[src/cwd_pkg.sv]
/*
 package of the converter window detector: register addresses, reset values
 and field positions. assumes an 8-bit special-function register port.
*/
package cwd_pkg;
   // ---------------------------------------------------------------
   // register addresses
   // ---------------------------------------------------------------
   localparam logic [7:0] CWD_ADDR_UPPER_LO = 8'hc3;
   localparam logic [7:0] CWD_ADDR_UPPER_HI = 8'hc4;
   localparam logic [7:0] CWD_ADDR_LOWER_LO = 8'hc5;
   localparam logic [7:0] CWD_ADDR_LOWER_HI = 8'hc6;
   localparam logic [7:0] CWD_ADDR_CTRL     = 8'he8;
   // ---------------------------------------------------------------
   // reset values and fields
   // ---------------------------------------------------------------
   localparam logic [7:0] CWD_UPPER_RESET   = 8'hff;
   localparam logic [7:0] CWD_LOWER_RESET   = 8'h00;
   localparam logic [7:0] CWD_CTRL_RESET    = 8'h00;
   localparam int         CWD_FLAG_BIT      = 3;
   localparam logic [7:0] CWD_READ_UNMAPPED = 8'h00;
endpackage

[src/cwd_compare.sv]
/*
 window comparison of one converter result against the two limits.
 assumes limits and result are stable inputs on the same clock.
*/
`timescale 1ns/1ps
module cwd_compare (
   // limits and sample
   input  wire logic [15:0] upper_limit,
   input  wire logic [15:0] lower_limit,
   input  wire logic [15:0] sample,
   // result
   output logic             hit
);
   import cwd_pkg::*;

   wire logic above_upper;
   wire logic below_lower;
   wire logic inside_mode;

   assign above_upper = sample > upper_limit;
   assign below_lower = sample < lower_limit;
   // ordering of the limits picks inside or outside detection
   assign inside_mode = lower_limit > upper_limit;
   assign hit = inside_mode ? (above_upper && below_lower)
                            : (above_upper || below_lower);
endmodule

[src/cwd_top.sv]
/*
 converter window detector: limit registers on the special-function port,
 a window flag in the converter control register set by each new result that hits the window.
 assumes the converter pulses result_valid once per finished conversion.
*/
`timescale 1ns/1ps
module cwd_top (
   // clock and reset
   input  wire logic       mclk,
   input  wire logic       rst,
   // special-function register port
   input  wire logic [7:0] sfr_addr,
   input  wire logic       sfr_wr,
   input  wire logic       sfr_rd,
   input  wire logic [7:0] sfr_wdata,
   output logic      [7:0] sfr_rdata,
   // converter result
   input  wire logic [15:0] result,
   input  wire logic        result_valid,
   // flag out
   output logic             window_match_flag
);
   import cwd_pkg::*;

   // ---------------------------------------------------------------
   // register state
   // ---------------------------------------------------------------
   logic [7:0] upper_hi_q;
   logic [7:0] upper_lo_q;
   logic [7:0] lower_hi_q;
   logic [7:0] lower_lo_q;
   logic [7:0] ctrl_q;
   logic [7:0] rdata_d;
   logic       flag_d;
   logic       hit;
   logic [15:0] upper_limit;
   logic [15:0] lower_limit;

   wire logic wr_upper_hi;
   wire logic wr_upper_lo;
   wire logic wr_lower_hi;
   wire logic wr_lower_lo;
   wire logic wr_ctrl;
   wire logic hit_event;
   wire logic wr_any;

   assign wr_upper_hi = sfr_wr && sfr_addr == CWD_ADDR_UPPER_HI;
   assign wr_upper_lo = sfr_wr && sfr_addr == CWD_ADDR_UPPER_LO;
   assign wr_lower_hi = sfr_wr && sfr_addr == CWD_ADDR_LOWER_HI;
   assign wr_lower_lo = sfr_wr && sfr_addr == CWD_ADDR_LOWER_LO;
   assign wr_ctrl     = sfr_wr && sfr_addr == CWD_ADDR_CTRL;
   // any mapped write; a write anywhere else must leave the limits alone
   assign wr_any      = wr_upper_hi || wr_upper_lo || wr_lower_hi ||
                        wr_lower_lo || wr_ctrl;
   assign upper_limit = {upper_hi_q, upper_lo_q};
   assign lower_limit = {lower_hi_q, lower_lo_q};

   // ---------------------------------------------------------------
   // comparison
   // ---------------------------------------------------------------
   cwd_compare u_cmp (
      .upper_limit (upper_limit),
      .lower_limit (lower_limit),
      .sample      (result),
      .hit         (hit)
   );
   // every result is checked as it arrives
   assign hit_event = result_valid && hit;

   // set wins over a clear written in the same cycle
   always_comb begin
      flag_d = ctrl_q[CWD_FLAG_BIT];
      if (wr_ctrl && !sfr_wdata[CWD_FLAG_BIT]) begin
         flag_d = 1'b0;
      end
      if (hit_event) begin
         flag_d = 1'b1;
      end
   end

   always_comb begin
      unique case (sfr_addr)
         CWD_ADDR_UPPER_HI: rdata_d = upper_hi_q;
         CWD_ADDR_UPPER_LO: rdata_d = upper_lo_q;
         CWD_ADDR_LOWER_HI: rdata_d = lower_hi_q;
         CWD_ADDR_LOWER_LO: rdata_d = lower_lo_q;
         CWD_ADDR_CTRL:     rdata_d = ctrl_q;
         default:           rdata_d = CWD_READ_UNMAPPED;
      endcase
   end

   // ---------------------------------------------------------------
   // registers
   // ---------------------------------------------------------------
   always_ff @(posedge mclk) begin
      if (rst) begin
         upper_hi_q <= CWD_UPPER_RESET;
         upper_lo_q <= CWD_UPPER_RESET;
         lower_hi_q <= CWD_LOWER_RESET;
         lower_lo_q <= CWD_LOWER_RESET;
      end else begin
         if (wr_upper_hi) upper_hi_q <= sfr_wdata;
         if (wr_upper_lo) upper_lo_q <= sfr_wdata;
         if (wr_lower_hi) lower_hi_q <= sfr_wdata;
         if (wr_lower_lo) lower_lo_q <= sfr_wdata;
      end
   end

   // other control bits are plain storage for the converter
   always_ff @(posedge mclk) begin
      if (rst) begin
         ctrl_q <= CWD_CTRL_RESET;
      end else begin
         if (wr_ctrl) ctrl_q <= sfr_wdata;
         ctrl_q[CWD_FLAG_BIT] <= flag_d;
      end
   end

   always_ff @(posedge mclk) begin
      if (rst) begin
         sfr_rdata         <= CWD_READ_UNMAPPED;
         window_match_flag <= 1'b0;
      end else begin
         sfr_rdata         <= sfr_rd ? rdata_d : CWD_READ_UNMAPPED;
         window_match_flag <= flag_d;
      end
   end

   // ---------------------------------------------------------------
   // checks: window flag
   // ---------------------------------------------------------------
   // the flag is the only state a result may touch, so it is guarded
   // from both sides: set on a hit, held otherwise, cleared by a write
   hit_sets_flag_a: assert property (@(posedge mclk) disable iff (rst)
      hit_event |=> ctrl_q[CWD_FLAG_BIT] && window_match_flag)
      else $error("window hit did not set flag");
   flag_sticks_a: assert property (@(posedge mclk) disable iff (rst)
      ctrl_q[CWD_FLAG_BIT] && !hit_event &&
      !(wr_ctrl && !sfr_wdata[CWD_FLAG_BIT]) |=> ctrl_q[CWD_FLAG_BIT])
      else $error("flag dropped without a clear");
   flag_clear_a: assert property (@(posedge mclk) disable iff (rst)
      wr_ctrl && !sfr_wdata[CWD_FLAG_BIT] && !hit_event
      |=> !ctrl_q[CWD_FLAG_BIT])
      else $error("flag clear ignored");
   no_hit_no_set_a: assert property (@(posedge mclk) disable iff (rst)
      !ctrl_q[CWD_FLAG_BIT] && !hit_event && !wr_ctrl
      |=> !ctrl_q[CWD_FLAG_BIT])
      else $error("flag set without a hit");

   // ---------------------------------------------------------------
   // checks: window decision
   // ---------------------------------------------------------------
   // a result equal to a limit never counts, in either mode
   outside_hit_a: assert property (@(posedge mclk) disable iff (rst)
      result_valid && lower_limit <= upper_limit &&
      (result > upper_limit || result < lower_limit)
      |=> window_match_flag)
      else $error("outside window result not flagged");
   outside_miss_a: assert property (@(posedge mclk) disable iff (rst)
      result_valid && lower_limit <= upper_limit &&
      result <= upper_limit && result >= lower_limit &&
      !ctrl_q[CWD_FLAG_BIT] && !wr_ctrl |=> !window_match_flag)
      else $error("result inside window flagged");
   inside_hit_a: assert property (@(posedge mclk) disable iff (rst)
      result_valid && lower_limit > upper_limit &&
      result > upper_limit && result < lower_limit |=> window_match_flag)
      else $error("inside window result not flagged");
   inside_miss_a: assert property (@(posedge mclk) disable iff (rst)
      result_valid && lower_limit > upper_limit &&
      (result <= upper_limit || result >= lower_limit) &&
      !ctrl_q[CWD_FLAG_BIT] && !wr_ctrl |=> !window_match_flag)
      else $error("result outside window flagged");
   valid_gate_a: assert property (@(posedge mclk) disable iff (rst)
      !result_valid && !ctrl_q[CWD_FLAG_BIT] && !wr_ctrl
      |=> !window_match_flag)
      else $error("flag set with no new result");

   // ---------------------------------------------------------------
   // checks: limit and control registers
   // ---------------------------------------------------------------
   upper_hi_rst_a: assert property (@(posedge mclk)
      rst |=> upper_hi_q == CWD_UPPER_RESET)
      else $error("upper high byte reset wrong");
   upper_lo_rst_a: assert property (@(posedge mclk)
      rst |=> upper_lo_q == CWD_UPPER_RESET)
      else $error("upper low byte reset wrong");
   lower_rst_a: assert property (@(posedge mclk)
      rst |=> lower_hi_q == CWD_LOWER_RESET && lower_lo_q == CWD_LOWER_RESET)
      else $error("lower limit reset wrong");
   ctrl_rst_a: assert property (@(posedge mclk)
      rst |=> ctrl_q == CWD_CTRL_RESET && !window_match_flag)
      else $error("control register reset wrong");
   upper_hi_wr_a: assert property (@(posedge mclk) disable iff (rst)
      sfr_wr && sfr_addr == CWD_ADDR_UPPER_HI
      |=> upper_hi_q == $past(sfr_wdata))
      else $error("upper high byte write lost");
   upper_lo_wr_a: assert property (@(posedge mclk) disable iff (rst)
      sfr_wr && sfr_addr == CWD_ADDR_UPPER_LO
      |=> upper_lo_q == $past(sfr_wdata))
      else $error("upper low byte write lost");
   lower_hi_wr_a: assert property (@(posedge mclk) disable iff (rst)
      sfr_wr && sfr_addr == CWD_ADDR_LOWER_HI
      |=> lower_hi_q == $past(sfr_wdata))
      else $error("lower high byte write lost");
   lower_lo_wr_a: assert property (@(posedge mclk) disable iff (rst)
      sfr_wr && sfr_addr == CWD_ADDR_LOWER_LO
      |=> lower_lo_q == $past(sfr_wdata))
      else $error("lower low byte write lost");
   unmapped_wr_a: assert property (@(posedge mclk) disable iff (rst)
      sfr_wr && !wr_any |=> $stable(upper_limit) && $stable(lower_limit))
      else $error("write to a free address changed a limit");

   // ---------------------------------------------------------------
   // checks: read port
   // ---------------------------------------------------------------
   upper_hi_read_a: assert property (@(posedge mclk) disable iff (rst)
      sfr_rd && sfr_addr == CWD_ADDR_UPPER_HI
      |=> sfr_rdata == $past(upper_hi_q))
      else $error("upper high byte readback wrong");
   upper_lo_read_a: assert property (@(posedge mclk) disable iff (rst)
      sfr_rd && sfr_addr == CWD_ADDR_UPPER_LO
      |=> sfr_rdata == $past(upper_lo_q))
      else $error("upper low byte readback wrong");
   lower_hi_read_a: assert property (@(posedge mclk) disable iff (rst)
      sfr_rd && sfr_addr == CWD_ADDR_LOWER_HI
      |=> sfr_rdata == $past(lower_hi_q))
      else $error("lower high byte readback wrong");
   lower_lo_read_a: assert property (@(posedge mclk) disable iff (rst)
      sfr_rd && sfr_addr == CWD_ADDR_LOWER_LO
      |=> sfr_rdata == $past(lower_lo_q))
      else $error("lower low byte readback wrong");
   ctrl_read_a: assert property (@(posedge mclk) disable iff (rst)
      sfr_rd && sfr_addr == CWD_ADDR_CTRL
      |=> sfr_rdata == $past(ctrl_q))
      else $error("control register readback wrong");
   rdata_idle_a: assert property (@(posedge mclk) disable iff (rst)
      !sfr_rd |=> sfr_rdata == CWD_READ_UNMAPPED)
      else $error("read data not cleared between reads");
   rdata_rst_a: assert property (@(posedge mclk)
      rst |=> sfr_rdata == CWD_READ_UNMAPPED)
      else $error("read data reset wrong");
endmodule

[config.mk]
export PLATFORM = sky130hd
export DESIGN_NAME = cwd_top
export DESIGN_NICKNAME = d
export VERILOG_FILES = /design/src/cwd_pkg.sv /design/src/cwd_compare.sv /design/src/cwd_top.sv
export SDC_FILE = /design/constraint.sdc
export NUM_CORES = 1
export LEC_CHECK = 0
export BUFFER_PORTS_ARGS = -buffer_cell sky130_fd_sc_hd__buf_4
export CAP_MARGIN = 20
export CORE_ASPECT_RATIO = 1.4
export CORE_UTILIZATION = 52
export CTS_CLUSTER_DIAMETER = 80
export DETAILED_ROUTE_END_ITERATION = 7
export GPL_ROUTABILITY_DRIVEN = 0
export PLACE_DENSITY = 0.76
export SYNTH_ARGS = -nofsm -noshare
export SYNTH_HDL_FRONTEND = slang
export SYNTH_SLANG_ARGS = --single-unit
[constraint.sdc]
create_clock -name mclk -period 2.6 [get_ports mclk]
set_input_delay 0.78 -clock mclk [delete_from_list [all_inputs] [get_ports mclk]]
set_output_delay 0.78 -clock mclk [all_outputs]
set_load 0.03 [all_outputs]
* After elaboration in Yosys (flattened, before gate mapping)
Cells that the tools add are included.
** Storage, ports and cells
- Bits in writable memories :: 0
- Logic and storage cells :: 32
- Bits in latches :: 0
- Register bits after elaboration :: 48
- Bits in read-only memories :: 0
- Output and inout port bits :: 9
- Memories :: 0
- Bits of input ports :: 37
** Cells by class
- $lt $le $gt $ge :: 3
- $add $sub $neg :: 0
- Muxes and demuxes :: 4
- Reduce and logical (&&, ||, !) cells :: 12
- Equality and inequality tests :: 5
- Bitwise logic cells :: 1
- Multiply operators :: 0
- Div/mod/pow operators :: 0
- Shift operators :: 0
** Operators with widths (number)
- $eq 8x8->1 const B :: 5
- $pmux 8 s5 :: 1
- $gt 16x16->1 :: 2
- $lt 16x16->1 :: 1
- $logic_and 1x1->1 :: 8
- $mux 1 :: 3
- $reduce_bool 2->1 :: 1
- $reduce_or 2->1 :: 1
- $logic_not 1->1 :: 1
- $logic_or 1x1->1 :: 1
- $not 1->1 :: 1

* Depth between registers and ports, before layout
Gate-level depths: netlist of run 1.
- Word-level depth :: 5
- Depth in mapped cells :: 8
- Gate-level depth less buffers :: 8

* Cells and area by module
Synthesis of run 1 repeated with hierarchy kept, for this count alone.
** Unflattened totals
- Cell total of the unflattened synthesis :: 364
- Area, all modules :: 3221.8 sq um
** Modules (own cells, without submodules)
- cwd_top :: instances 1, sequential area each 960.9 sq um, area each 2077.0 sq um, cells each 212
- cwd_compare :: instances 1, sequential area each 0.0 sq um, area each 1144.8 sq um, cells each 152

* Worst setup path before layout of run 1
Ideal clock, no wire load.
- Path kind :: input port to flip-flop
- Start :: input result[13]
- End :: register ctrl_q[3]
- Library setup time :: 0.095 ns
- Path buffers :: 0
- Setup slack :: 0.078 ns
- Stages :: 7
- Required time :: 2.505 ns
- Arrival time :: 2.427 ns
- Cell sequence :: ha_1 > a21o_1 > a21o_1 > a22o_1 > or4_1 > a221o_1 > o311ai_1
** Between the ends
- Cells in the longest elaborated chain, start to end :: 5
- Elaborated cells on any way between the ends :: 8
- Classes of those cells :: 2 x order compare; 2 x mux; 4 x reduce/logical
** RTL lines
- start: declaration :: RTL line cwd_top.sv:18 : input wire logic [15:0] result,
- $gt 16x16->1 / $lt 16x16->1 (equally long branches) :: RTL line cwd_compare.sv:20, cwd_compare.sv:21
- $logic_or 1x1->1 / $logic_and 1x1->1 (equally long branches) :: RTL line cwd_compare.sv:25, cwd_compare.sv:24
- $mux 1 * :: RTL line cwd_compare.sv:24 : assign hit = inside_mode ? (above_upper && below_lower)
- $logic_and 1x1->1 * :: RTL line cwd_top.sv:68 : assign hit_event = result_valid && hit;
- $mux 1 / $reduce_bool 2->1 (equally long branches)
- end signal: assignment :: RTL line cwd_top.sv:114 : if (wr_ctrl) ctrl_q <= sfr_wdata;
- end signal: indexed assignment :: RTL line cwd_top.sv:115 : ctrl_q[CWD_FLAG_BIT] <= flag_d;
- end: declaration :: RTL line cwd_top.sv:32 : logic [7:0] ctrl_q;
Mark *: on every way between the ends. The rest lies on a longest branch, timed or not.
A chain may end at the register's enable or synchronous reset.

* Worst setup path in the final report of run 1
Same ends and word-level chain as after synthesis.

==> flow_metrics.env, run 1 <==
export IMPL_status="complete, no violations"
export IMPL_syn_area_um2=3050
export IMPL_synth_top_family_by_area="simple AND/OR/NAND/NOR gates"
export IMPL_core_um2=5570
export IMPL_drt_initial_drc_count=200
export IMPL_yosysWarnings=0
export IMPL_final_fill_count=504
export IMPL_yosysSeqAreaShare_pct=31.5
export IMPL_async_flop_share_pct=0
export IMPL_antenna_cells=0
export IMPL_grt_overflow=0
export IMPL_cts_made_buffers=5
export IMPL_vias=2910
export IMPL_crit_buf_inv=1
export IMPL_dp_cells=488
export IMPL_synth_edf_count=0
export IMPL_postCtsSetupBuffers=0
export IMPL_seq_area_um2=961
export IMPL_leakage_nw=1.65
export IMPL_period_share_pct=93.9
export IMPL_synthXorXnorAreaFrac_pct=0
export IMPL_synth_compound_area_share_pct=20.9
export IMPL_hold_viol_final=0
export IMPL_final_common_cell="buf_4"
export IMPL_grt_pass1_wl_um=13200
export IMPL_grt_antenna_before_repair=0
export IMPL_wl_per_cell_um=16.3
export IMPL_synth_top_area_share_pct=31.5
export IMPL_cp_start_kind="input pin"
export IMPL_setup_ws_ns=0.159
export IMPL_drive_above_1_share_pct=17.1
export IMPL_fin_skew_ns=0.00927
export IMPL_setup_violations_final=0
export IMPL_multi_input_area_um2=1900
export IMPL_crit_family="compound AO/OA/AOI/OAI gates"
export IMPL_crit_top_cell="a21o_1"
export IMPL_ctsHoldBuffers=0
export IMPL_max_slew_worst_pin_slew_ns=0.746
export IMPL_cts_resized_gates=0
export IMPL_fin_setup_tns_ns=0
export IMPL_routed_wl_um=8100
export IMPL_final_cell_mix="buf_4 (62), nand2_1 (52), dfxtp_1 (48)"
export IMPL_first_pass_iters=5
export IMPL_floorplan_rows=32
export IMPL_crit_arrival_ns=2.65
export IMPL_slew_headroom_pct=50.1
export IMPL_critPathRequiredTime_ns=2.81
export IMPL_cts_num_sinks=48
export IMPL_cts_tree="done"
export IMPL_maxSlewViolCount=0
export IMPL_grt_pass1_vias=2756
export IMPL_drtAntennaViolNets=0
export IMPL_syn_nets=457
export IMPL_min_period_ns=2.44
export IMPL_fin_cells=496
export IMPL_floorplan_die_area_um2=6190
export IMPL_synth_distinct_cells=42
export IMPL_yosys_area_share_adder_pct=19.3
export IMPL_post_place_ws_ns=-0.155
export IMPL_clkSlewWorstSetupHoldPaths_ns=0.09
export IMPL_ir_worst_vdd_uv=391
export IMPL_critPathSlowestCell="or4_1"
export IMPL_grt_max_degree=43
export IMPL_place_area_um2=3530
export IMPL_synthTopCellsByArea="dfxtp_1 (31%), ha_1 (19%), a21oi_1 (7.7%)"
export IMPL_clockBufferDepth=2
export IMPL_hold_worst_slack_ns=0.461
export IMPL_grt_usage_pct=28.4
export IMPL_final_util_pct=65.6
export IMPL_drc=0
export IMPL_htree_num_levels=2
export IMPL_synth_simple_area_share_pct=21.9
export IMPL_nets=511
export IMPL_cp_cell_sequence="buf_4 > ha_1 > a21o_1 > a21o_1 > a22o_1 > or4_1 > a221o_1 > o311ai_1"
export IMPL_port_buffers=45
export IMPL_rsz0062_at_grt="no"
export IMPL_synth_ff_type="dfxtp_1"
export IMPL_cap_violations=0
export IMPL_fmax_mhz=410
export IMPL_num_io_pins=46
export IMPL_worst_path_max_fanout=2
export IMPL_syn_area_per_cell_um2=8.18
export IMPL_synth_cells=373
export IMPL_yosysTopAreaCell="dfxtp_1"
export IMPL_ys_ff_latch=48
export IMPL_min_path_type="register to register"
export IMPL_synth_mux_area_share_pct=0
export IMPL_finalInstanceArea_um2=3650
export IMPL_worstSkewPairLatency_ns=0.30
export IMPL_crit_path_end_kind="register"
export IMPL_cts_root_buf="clkbuf_8"
export IMPL_die_h_um=92.7
export IMPL_post_dp_hpwl_um=6490
export IMPL_crit_type="input pin to register"
export IMPL_power_mw=1.46
export IMPL_area_growth_pct=19.6
export IMPL_initial_core_util_pct=54.9
export IMPL_max_stage_delay_ns=0.51
export IMPL_die_x_um=66.8
export IMPL_power_density_nw_per_um2=398
export IMPL_viasPerCell=5.87
-- per-layer routing --
layer	wire (um)	share of wire, %	global-route usage [%]	vias up
li1	-	-	-	1461
met1	3330	41	35.0	1348
met2	4230	52	49.5	87
met3	313	3.9	2.71	14
met4	223	2.8	11.2	0
met5	0	0	0	-
-- synth_stat cells, types with 2 or more instances --
cell type / instances
nor2_1: 16
and4_1: 2
nand2b_1: 2
and2_1: 2
a211o_1: 9
o21ai_0: 9
nor4_1: 2
a222oi_1: 8
nor3_1: 2
or4_1: 2
clkbuf_1: 9
a21o_1: 5
ha_1: 47
nand4_1: 6
dfxtp_1: 48
o211ai_1: 2
a21oi_1: 47
buf_2: 4
inv_1: 33
nand2_1: 52
nor2b_1: 6
nand3b_1: 8
a22oi_1: 8
a21boi_0: 2
nand3_1: 25
-- flip-flops by register name, summed over array words and instances (netlist names) --
name and count:
upper_lo_q 8, lower_lo_q 8, upper_hi_q 8, sfr_rdata 8
ctrl_q 8, lower_hi_q 8
-- final cells by class --
type	count	area share, %
multi-input combinational	277	51.9
sequential	48	26.3
timing repair buffer	62	12.7
inverter	33	3.39
tap	68	2.33
clock buffer	6	2.26
clock inverter	2	1.06
-- worst paths after layout --
kind / from / end / slack, ns / cells after the start
worst min-delay path: ctrl_q[6]$_SDFFE_PP0P_ / ctrl_q[6]$_SDFFE_PP0P_ / 0.46 / 2
worst max register to register: lower_hi_q[2]$_SDFFE_PP0P_ / ctrl_q[3]$_SDFFE_PP0P_ / 0.25 / 8
worst max-delay path: result[13] / ctrl_q[3]$_SDFFE_PP0P_ / 0.16 / 8
worst min register to register: ctrl_q[6]$_SDFFE_PP0P_ / ctrl_q[6]$_SDFFE_PP0P_ / 0.46 / 2
-- power breakdown --
group,total (mW),internal (mW),switching (mW)
Combinational,0.150,0.0732,0.0771
Clock,0.566,0.315,0.251
Sequential,0.739,0.737,0.00233
-- cells by family after synthesis --
logic type,count (synthesis)
AOI/OAI and AO/OA,98
adders and majority gates,47
buffers and inverters,48
DFF,48
and+or+nand+nor,132
-- worst register-to-register path, stage by stage (launching register included) --
cell and delay [ns]:
dfxtp_1 0.45, inv_1 0.08, ha_1 0.30, nand4_1 0.15, or4_1 0.55, a221oi_1 0.26, or4_1 0.20, a221o_1 0.15
o311ai_1 0.09
Power figures use the tool's default switching activity.
==> inputs of run 2 (changes only) <==
--- a/config.mk
+++ b/config.mk
@@ -8,11 +8,11 @@
 export BUFFER_PORTS_ARGS = -buffer_cell sky130_fd_sc_hd__buf_4
 export CAP_MARGIN = 20
 export CORE_ASPECT_RATIO = 1.4
-export CORE_UTILIZATION = 52
+export CORE_UTILIZATION = 36
 export CTS_CLUSTER_DIAMETER = 80
 export DETAILED_ROUTE_END_ITERATION = 7
 export GPL_ROUTABILITY_DRIVEN = 0
-export PLACE_DENSITY = 0.76
+export PLACE_DENSITY = 0.56
 export SYNTH_ARGS = -nofsm -noshare
 export SYNTH_HDL_FRONTEND = slang
 export SYNTH_SLANG_ARGS = --single-unit
==> run 2 against run 1 <==
Effect of this change: maximum frequency hardly changed; clock power is 37% higher; wire length is 12% higher; sequential share of layout area is 0.96 points lower; clock skew is 0.0011 ns lower; clock-buffer cell count stayed put; utilization is 19 points lower; worst setup slack better by 0.0019 ns; via count is 1.5% higher; worst hold slack worse by 0.0027 ns; largest cell class unchanged.
==> flow_metrics.env, run 2 (synthesis results as in run 1) <==
export IMPL_crit_arrival_ns=2.60
export IMPL_postCtsSetupBuffers=0
export IMPL_period_share_pct=93.8
export IMPL_rsz0062_at_grt="no"
export IMPL_cts_root_buf="clkbuf_16"
export IMPL_cts_tree="done"
export IMPL_crit_type="input pin to register"
export IMPL_worstHoldPathCells=2
export IMPL_final_fill_count=808
export IMPL_fmax_mhz=410
export IMPL_drc=0
export IMPL_routed_wl_um=9050
export IMPL_num_io_pins=46
export IMPL_floorplan_rows=39
export IMPL_status="complete, no violations"
export IMPL_first_pass_iters=6
export IMPL_crit_family="simple AND/OR/NAND/NOR gates"
export IMPL_min_period_ns=2.44
export IMPL_drt_initial_drc_count=241
export IMPL_seq_area_um2=961
export IMPL_htree_num_levels=2
export IMPL_critPathSlowestCell="or4_1"
export IMPL_r2r_cells=8
export IMPL_clkSlewWorstSetupHoldPaths_ns=0.07
export IMPL_slew_headroom_pct=69.7
export IMPL_floorplan_die_area_um2=8860
export IMPL_multi_input_area_um2=1910
export IMPL_maxSlewViolCount=0
export IMPL_leakage_nw=1.69
export IMPL_nets=513
export IMPL_post_dp_hpwl_um=7230
export IMPL_grt_pass1_wl_um=14500
export IMPL_die_h_um=111
export IMPL_fin_setup_tns_ns=0
export IMPL_cp_start_kind="input pin"
export IMPL_worst_path_max_fanout=2
export IMPL_hold_worst_slack_ns=0.458
export IMPL_hold_start="ctrl_q[5]$_SDFFE_PP0P_"
export IMPL_place_area_um2=3600
export IMPL_grt_pass1_vias=2838
export IMPL_dp_cells=524
export IMPL_final_cell_mix="buf_4 (63), nand2_1 (52), dfxtp_1 (48)"
export IMPL_crit_buf_inv=1
export IMPL_area_growth_pct=24.2
export IMPL_hold_viol_final=0
export IMPL_viasPerCell=5.55
export IMPL_cts_num_sinks=48
export IMPL_grt_max_degree=43
export IMPL_port_buffers=45
export IMPL_min_path_type="register to register"
export IMPL_fin_cells=532
export IMPL_cts_resized_gates=0
export IMPL_wl_per_cell_um=17.0
export IMPL_r2r_start="lower_hi_q[1]$_SDFFE_PP0P_"
export IMPL_die_x_um=79.8
export IMPL_initial_core_util_pct=37.2
export IMPL_grt_usage_pct=21.4
export IMPL_vias=2953
export IMPL_power_density_nw_per_um2=441
export IMPL_cp_depth=8
export IMPL_drive_above_1_share_pct=17.9
export IMPL_crit_start="result[9]"
export IMPL_antenna_cells=0
export IMPL_fin_skew_ns=0.00819
export IMPL_ctsHoldBuffers=0
export IMPL_grt_antenna_before_repair=0
export IMPL_crit_path_end_kind="register"
export IMPL_worstSkewPairLatency_ns=0.29
export IMPL_ir_worst_vdd_uv=236
export IMPL_cts_made_buffers=5
export IMPL_core_um2=8200
export IMPL_clockBufferDepth=2
export IMPL_grt_overflow=0
export IMPL_final_util_pct=46.2
export IMPL_max_stage_delay_ns=0.58
export IMPL_cp_cell_sequence="buf_4 > ha_1 > nand4_1 > or4_1 > a221oi_2 > or4_1 > a221o_1 > o311ai_1"
export IMPL_drtAntennaViolNets=0
export IMPL_cap_violations=0
export IMPL_final_common_cell="buf_4"
export IMPL_finalInstanceArea_um2=3790
export IMPL_crit_top_cell="or4_1"
export IMPL_critPathRequiredTime_ns=2.76
export IMPL_max_slew_worst_pin_slew_ns=0.454
export IMPL_setup_violations_final=0
-- run 2: changes by cell type in the layout (fill, tap and decap cells not counted) --
cell and change:
clkbuf_8 -5, nor4_2 +1, clkbuf_16 +5, a221oi_1 -1
nor4_1 -1, buf_4 +1, a221oi_2 +1, buf_12 +1
-- run 2: worst register-to-register path: cells and delay by family, from the launching register on --
family | cells | cell delay, ns
simple gates | 3 | 0.96
fa+ha+maj | 1 | 0.30
flops | 1 | 0.46
compound gates | 3 | 0.45
buf+inv | 1 | 0.07
-- run 2: area by class of cell --
type	count	share of cell area, %
multi-input cells	277	50.3
well taps	102	3.37
repair buffers	64	13.0
clock inverters	2	1.02
flip-flops and latches	48	25.3
inverters	33	3.27
clock buffers	6	3.66
-- run 2: stage by stage --
stage               power, mW  setup slack [ns]
floorplan               0.821            0.0778
global placement        0.908            -0.243
detailed placement      0.912            -0.223
CTS                      1.68            0.0787
global route             1.72            0.0854
finish                   1.67             0.161
-- run 2: routing by layer --
layer	track usage, %	wire length [um]
met4	7.50	208
met3	2.39	344
met1	26.0	3850
met5	0	0
met2	38.0	4650
-- run 2: power breakdown --
part / internal [mW] / switching (mW) / leakage (nW)
clock: 0.482 / 0.293 / 0.0871
combinational: 0.0753 / 0.0804 / 1.22
sequential: 0.737 / 0.00235 / 0.387
-- run 2: path summary, 6_finish.rpt --
check	to	slack, ns
setup / recovery	ctrl_q[3]$_SDFFE_PP0P_	0.16
hold / removal	ctrl_q[5]$_SDFFE_PP0P_	0.46
setup reg to reg	ctrl_q[3]$_SDFFE_PP0P_	0.23
hold reg to reg	ctrl_q[5]$_SDFFE_PP0P_	0.46
==> inputs of run 3 (changes only) <==
--- a/config.mk
+++ b/config.mk
@@ -12,7 +12,6 @@
 export CTS_CLUSTER_DIAMETER = 80
 export DETAILED_ROUTE_END_ITERATION = 7
 export GPL_ROUTABILITY_DRIVEN = 0
-export PLACE_DENSITY = 0.56
 export SYNTH_ARGS = -nofsm -noshare
 export SYNTH_HDL_FRONTEND = slang
 export SYNTH_SLANG_ARGS = --single-unit
==> run 3 against run 2 <==
Effect of this change: sequential share of layout area is 0.084 points higher; worst hold slack better by 0.00077 ns; wire length is 3.0% lower; largest cell class unchanged; clock power is 4.9% lower; via count is 1.9% lower.
==> flow_metrics.env, run 3 (synthesis results as in run 1) <==
export IMPL_nets=516
export IMPL_num_io_pins=46
export IMPL_cap_violations=0
export IMPL_worstHoldPathCells=2
export IMPL_power_density_nw_per_um2=432
export IMPL_status="complete, no violations"
export IMPL_r2r_end="ctrl_q[3]$_SDFFE_PP0P_"
export IMPL_core_um2=8200
export IMPL_grt_usage_pct=20.5
export IMPL_crit_arrival_ns=2.67
export IMPL_max_stage_delay_ns=0.57
export IMPL_post_dp_hpwl_um=7060
export IMPL_ir_worst_vdd_uv=364
export IMPL_crit_buf_inv=1
export IMPL_port_buffers=45
export IMPL_maxSlewViolCount=0
export IMPL_cts_resized_gates=0
export IMPL_antenna_cells=0
export IMPL_fin_cells=535
export IMPL_min_path_type="register to register"
export IMPL_cp_start_kind="input pin"
export IMPL_grt_overflow=0
export IMPL_min_to="ctrl_q[4]$_SDFFE_PP0P_"
export IMPL_finalInstanceArea_um2=3780
export IMPL_cts_tree="done"
export IMPL_drtAntennaViolNets=0
export IMPL_drc=0
export IMPL_worstSkewPairLatency_ns=0.29
export IMPL_drive_above_1_share_pct=18.0
export IMPL_grt_antenna_before_repair=0
export IMPL_postCtsSetupBuffers=0
export IMPL_ctsHoldBuffers=0
export IMPL_grt_max_degree=43
export IMPL_max_slew_worst_pin_slew_ns=0.505
export IMPL_clkSlewWorstSetupHoldPaths_ns=0.06
export IMPL_power_mw=1.63
export IMPL_setup_violations_final=0
export IMPL_fmax_mhz=398
export IMPL_die_h_um=111
export IMPL_final_cell_mix="buf_4 (67), nand2_1 (52), dfxtp_1 (48)"
export IMPL_cts_root_buf="clkbuf_16"
export IMPL_final_fill_count=838
export IMPL_crit_path_end_kind="register"
export IMPL_leakage_nw=1.69
export IMPL_vias=2898
export IMPL_clockBufferDepth=2
export IMPL_initial_core_util_pct=37.2
export IMPL_crit_top_cell="or4_1"
export IMPL_slew_headroom_pct=66.3
export IMPL_drt_initial_drc_count=172
export IMPL_routed_wl_um=8780
export IMPL_fin_skew_ns=0.00331
export IMPL_post_place_ws_ns=-0.230
export IMPL_die_x_um=79.8
export IMPL_reg2reg_slack_ns=0.17
export IMPL_grt_pass1_vias=2833
export IMPL_critPathRequiredTime_ns=2.75
export IMPL_cts_num_sinks=48
export IMPL_crit_family="simple AND/OR/NAND/NOR gates"
export IMPL_viasPerCell=5.42
export IMPL_place_area_um2=3610
export IMPL_wl_per_cell_um=16.4
export IMPL_period_share_pct=96.7
export IMPL_first_pass_iters=4
export IMPL_floorplan_rows=39
export IMPL_r2r_start="lower_hi_q[1]$_SDFFE_PP0P_"
export IMPL_min_period_ns=2.51
export IMPL_grt_pass1_wl_um=13700
export IMPL_cts_made_buffers=5
export IMPL_worst_path_max_fanout=3
export IMPL_critPathSlowestCell="or4_1"
export IMPL_dp_cells=527
export IMPL_setup_ws_ns=0.0862
export IMPL_rsz0062_at_grt="no"
export IMPL_cp_cell_sequence="buf_4 > ha_1 > nand4_1 > or4_1 > a221oi_1 > or4_1 > a221o_1 > o311ai_1"
export IMPL_floorplan_die_area_um2=8860
export IMPL_htree_num_levels=2
export IMPL_hold_start="ctrl_q[4]$_SDFFE_PP0P_"
export IMPL_r2r_cells=8
export IMPL_area_growth_pct=23.8
export IMPL_hold_viol_final=0
export IMPL_crit_type="input pin to register"
export IMPL_final_common_cell="buf_4"
## run 3: routing by layer
metal / track usage, % / share of wire [%] / vias to the layer above
met5: 0 / 0 / -
li1: - / - / 1467
met2: 34.8 / 50 / 90
met4: 13.6 / 4.7 / 0
met3: 2.55 / 3.8 / 22
met1: 23.5 / 42 / 1319
## run 3: cell type report
| type | instances | area, um^2 | share of cell area, % |
|---|---|---|---|
| clock buffer | 5 | 125 | 3.31 |
| clock inverter | 3 | 42.5 | 1.13 |
| inverter | 33 | 124 | 3.28 |
| multi-input combinational | 277 | 1900 | 50.2 |
| sequential | 48 | 961 | 25.4 |
| tap | 102 | 128 | 3.38 |
| timing repair buffer | 67 | 503 | 13.3 |
## run 3: worst max-delay path by stage
stage	startpoint	end	slack (ns)	depth (start not counted)
after global placement	result[15]	ctrl_q[3]$_SDFFE_PP0P_	-0.24	8
after global routing	result[14]	ctrl_q[3]$_SDFFE_PP0P_	0.03	8
after detailed placement	result[14]	ctrl_q[3]$_SDFFE_PP0P_	-0.23	8
after floorplan	result[13]	ctrl_q[3]$_SDFFE_PP0P_	0.08	7
after CTS	result[14]	ctrl_q[3]$_SDFFE_PP0P_	0.08	8
final	result[14]	ctrl_q[3]$_SDFFE_PP0P_	0.09	8
## run 3: where the power goes
part	internal [mW]	total, mW	switching, mW
sequential	0.737	0.740	0.00235
clock	0.452	0.737	0.285
combinational	0.0761	0.157	0.0806
## run 3: worst reg2reg max path, stage by stage, from the launching register on
cell	delay, ns
dfxtp_1	0.45
inv_1	0.08
ha_1	0.30
nand4_1	0.18
or4_1	0.55
a221oi_1	0.29
or4_1	0.20
a221o_1	0.15
o311ai_1	0.10
## run 3: metrics by stage
step                utilization (%)  hold WS, ns  setup TNS (ns)
detailed placement             44.0        0.449          -0.230
finish                         46.1        0.459               0
global placement               44.0        0.443          -0.239
global route                   46.1        0.482               0
floorplan                         -        0.437               0
CTS                            46.1        0.459               0
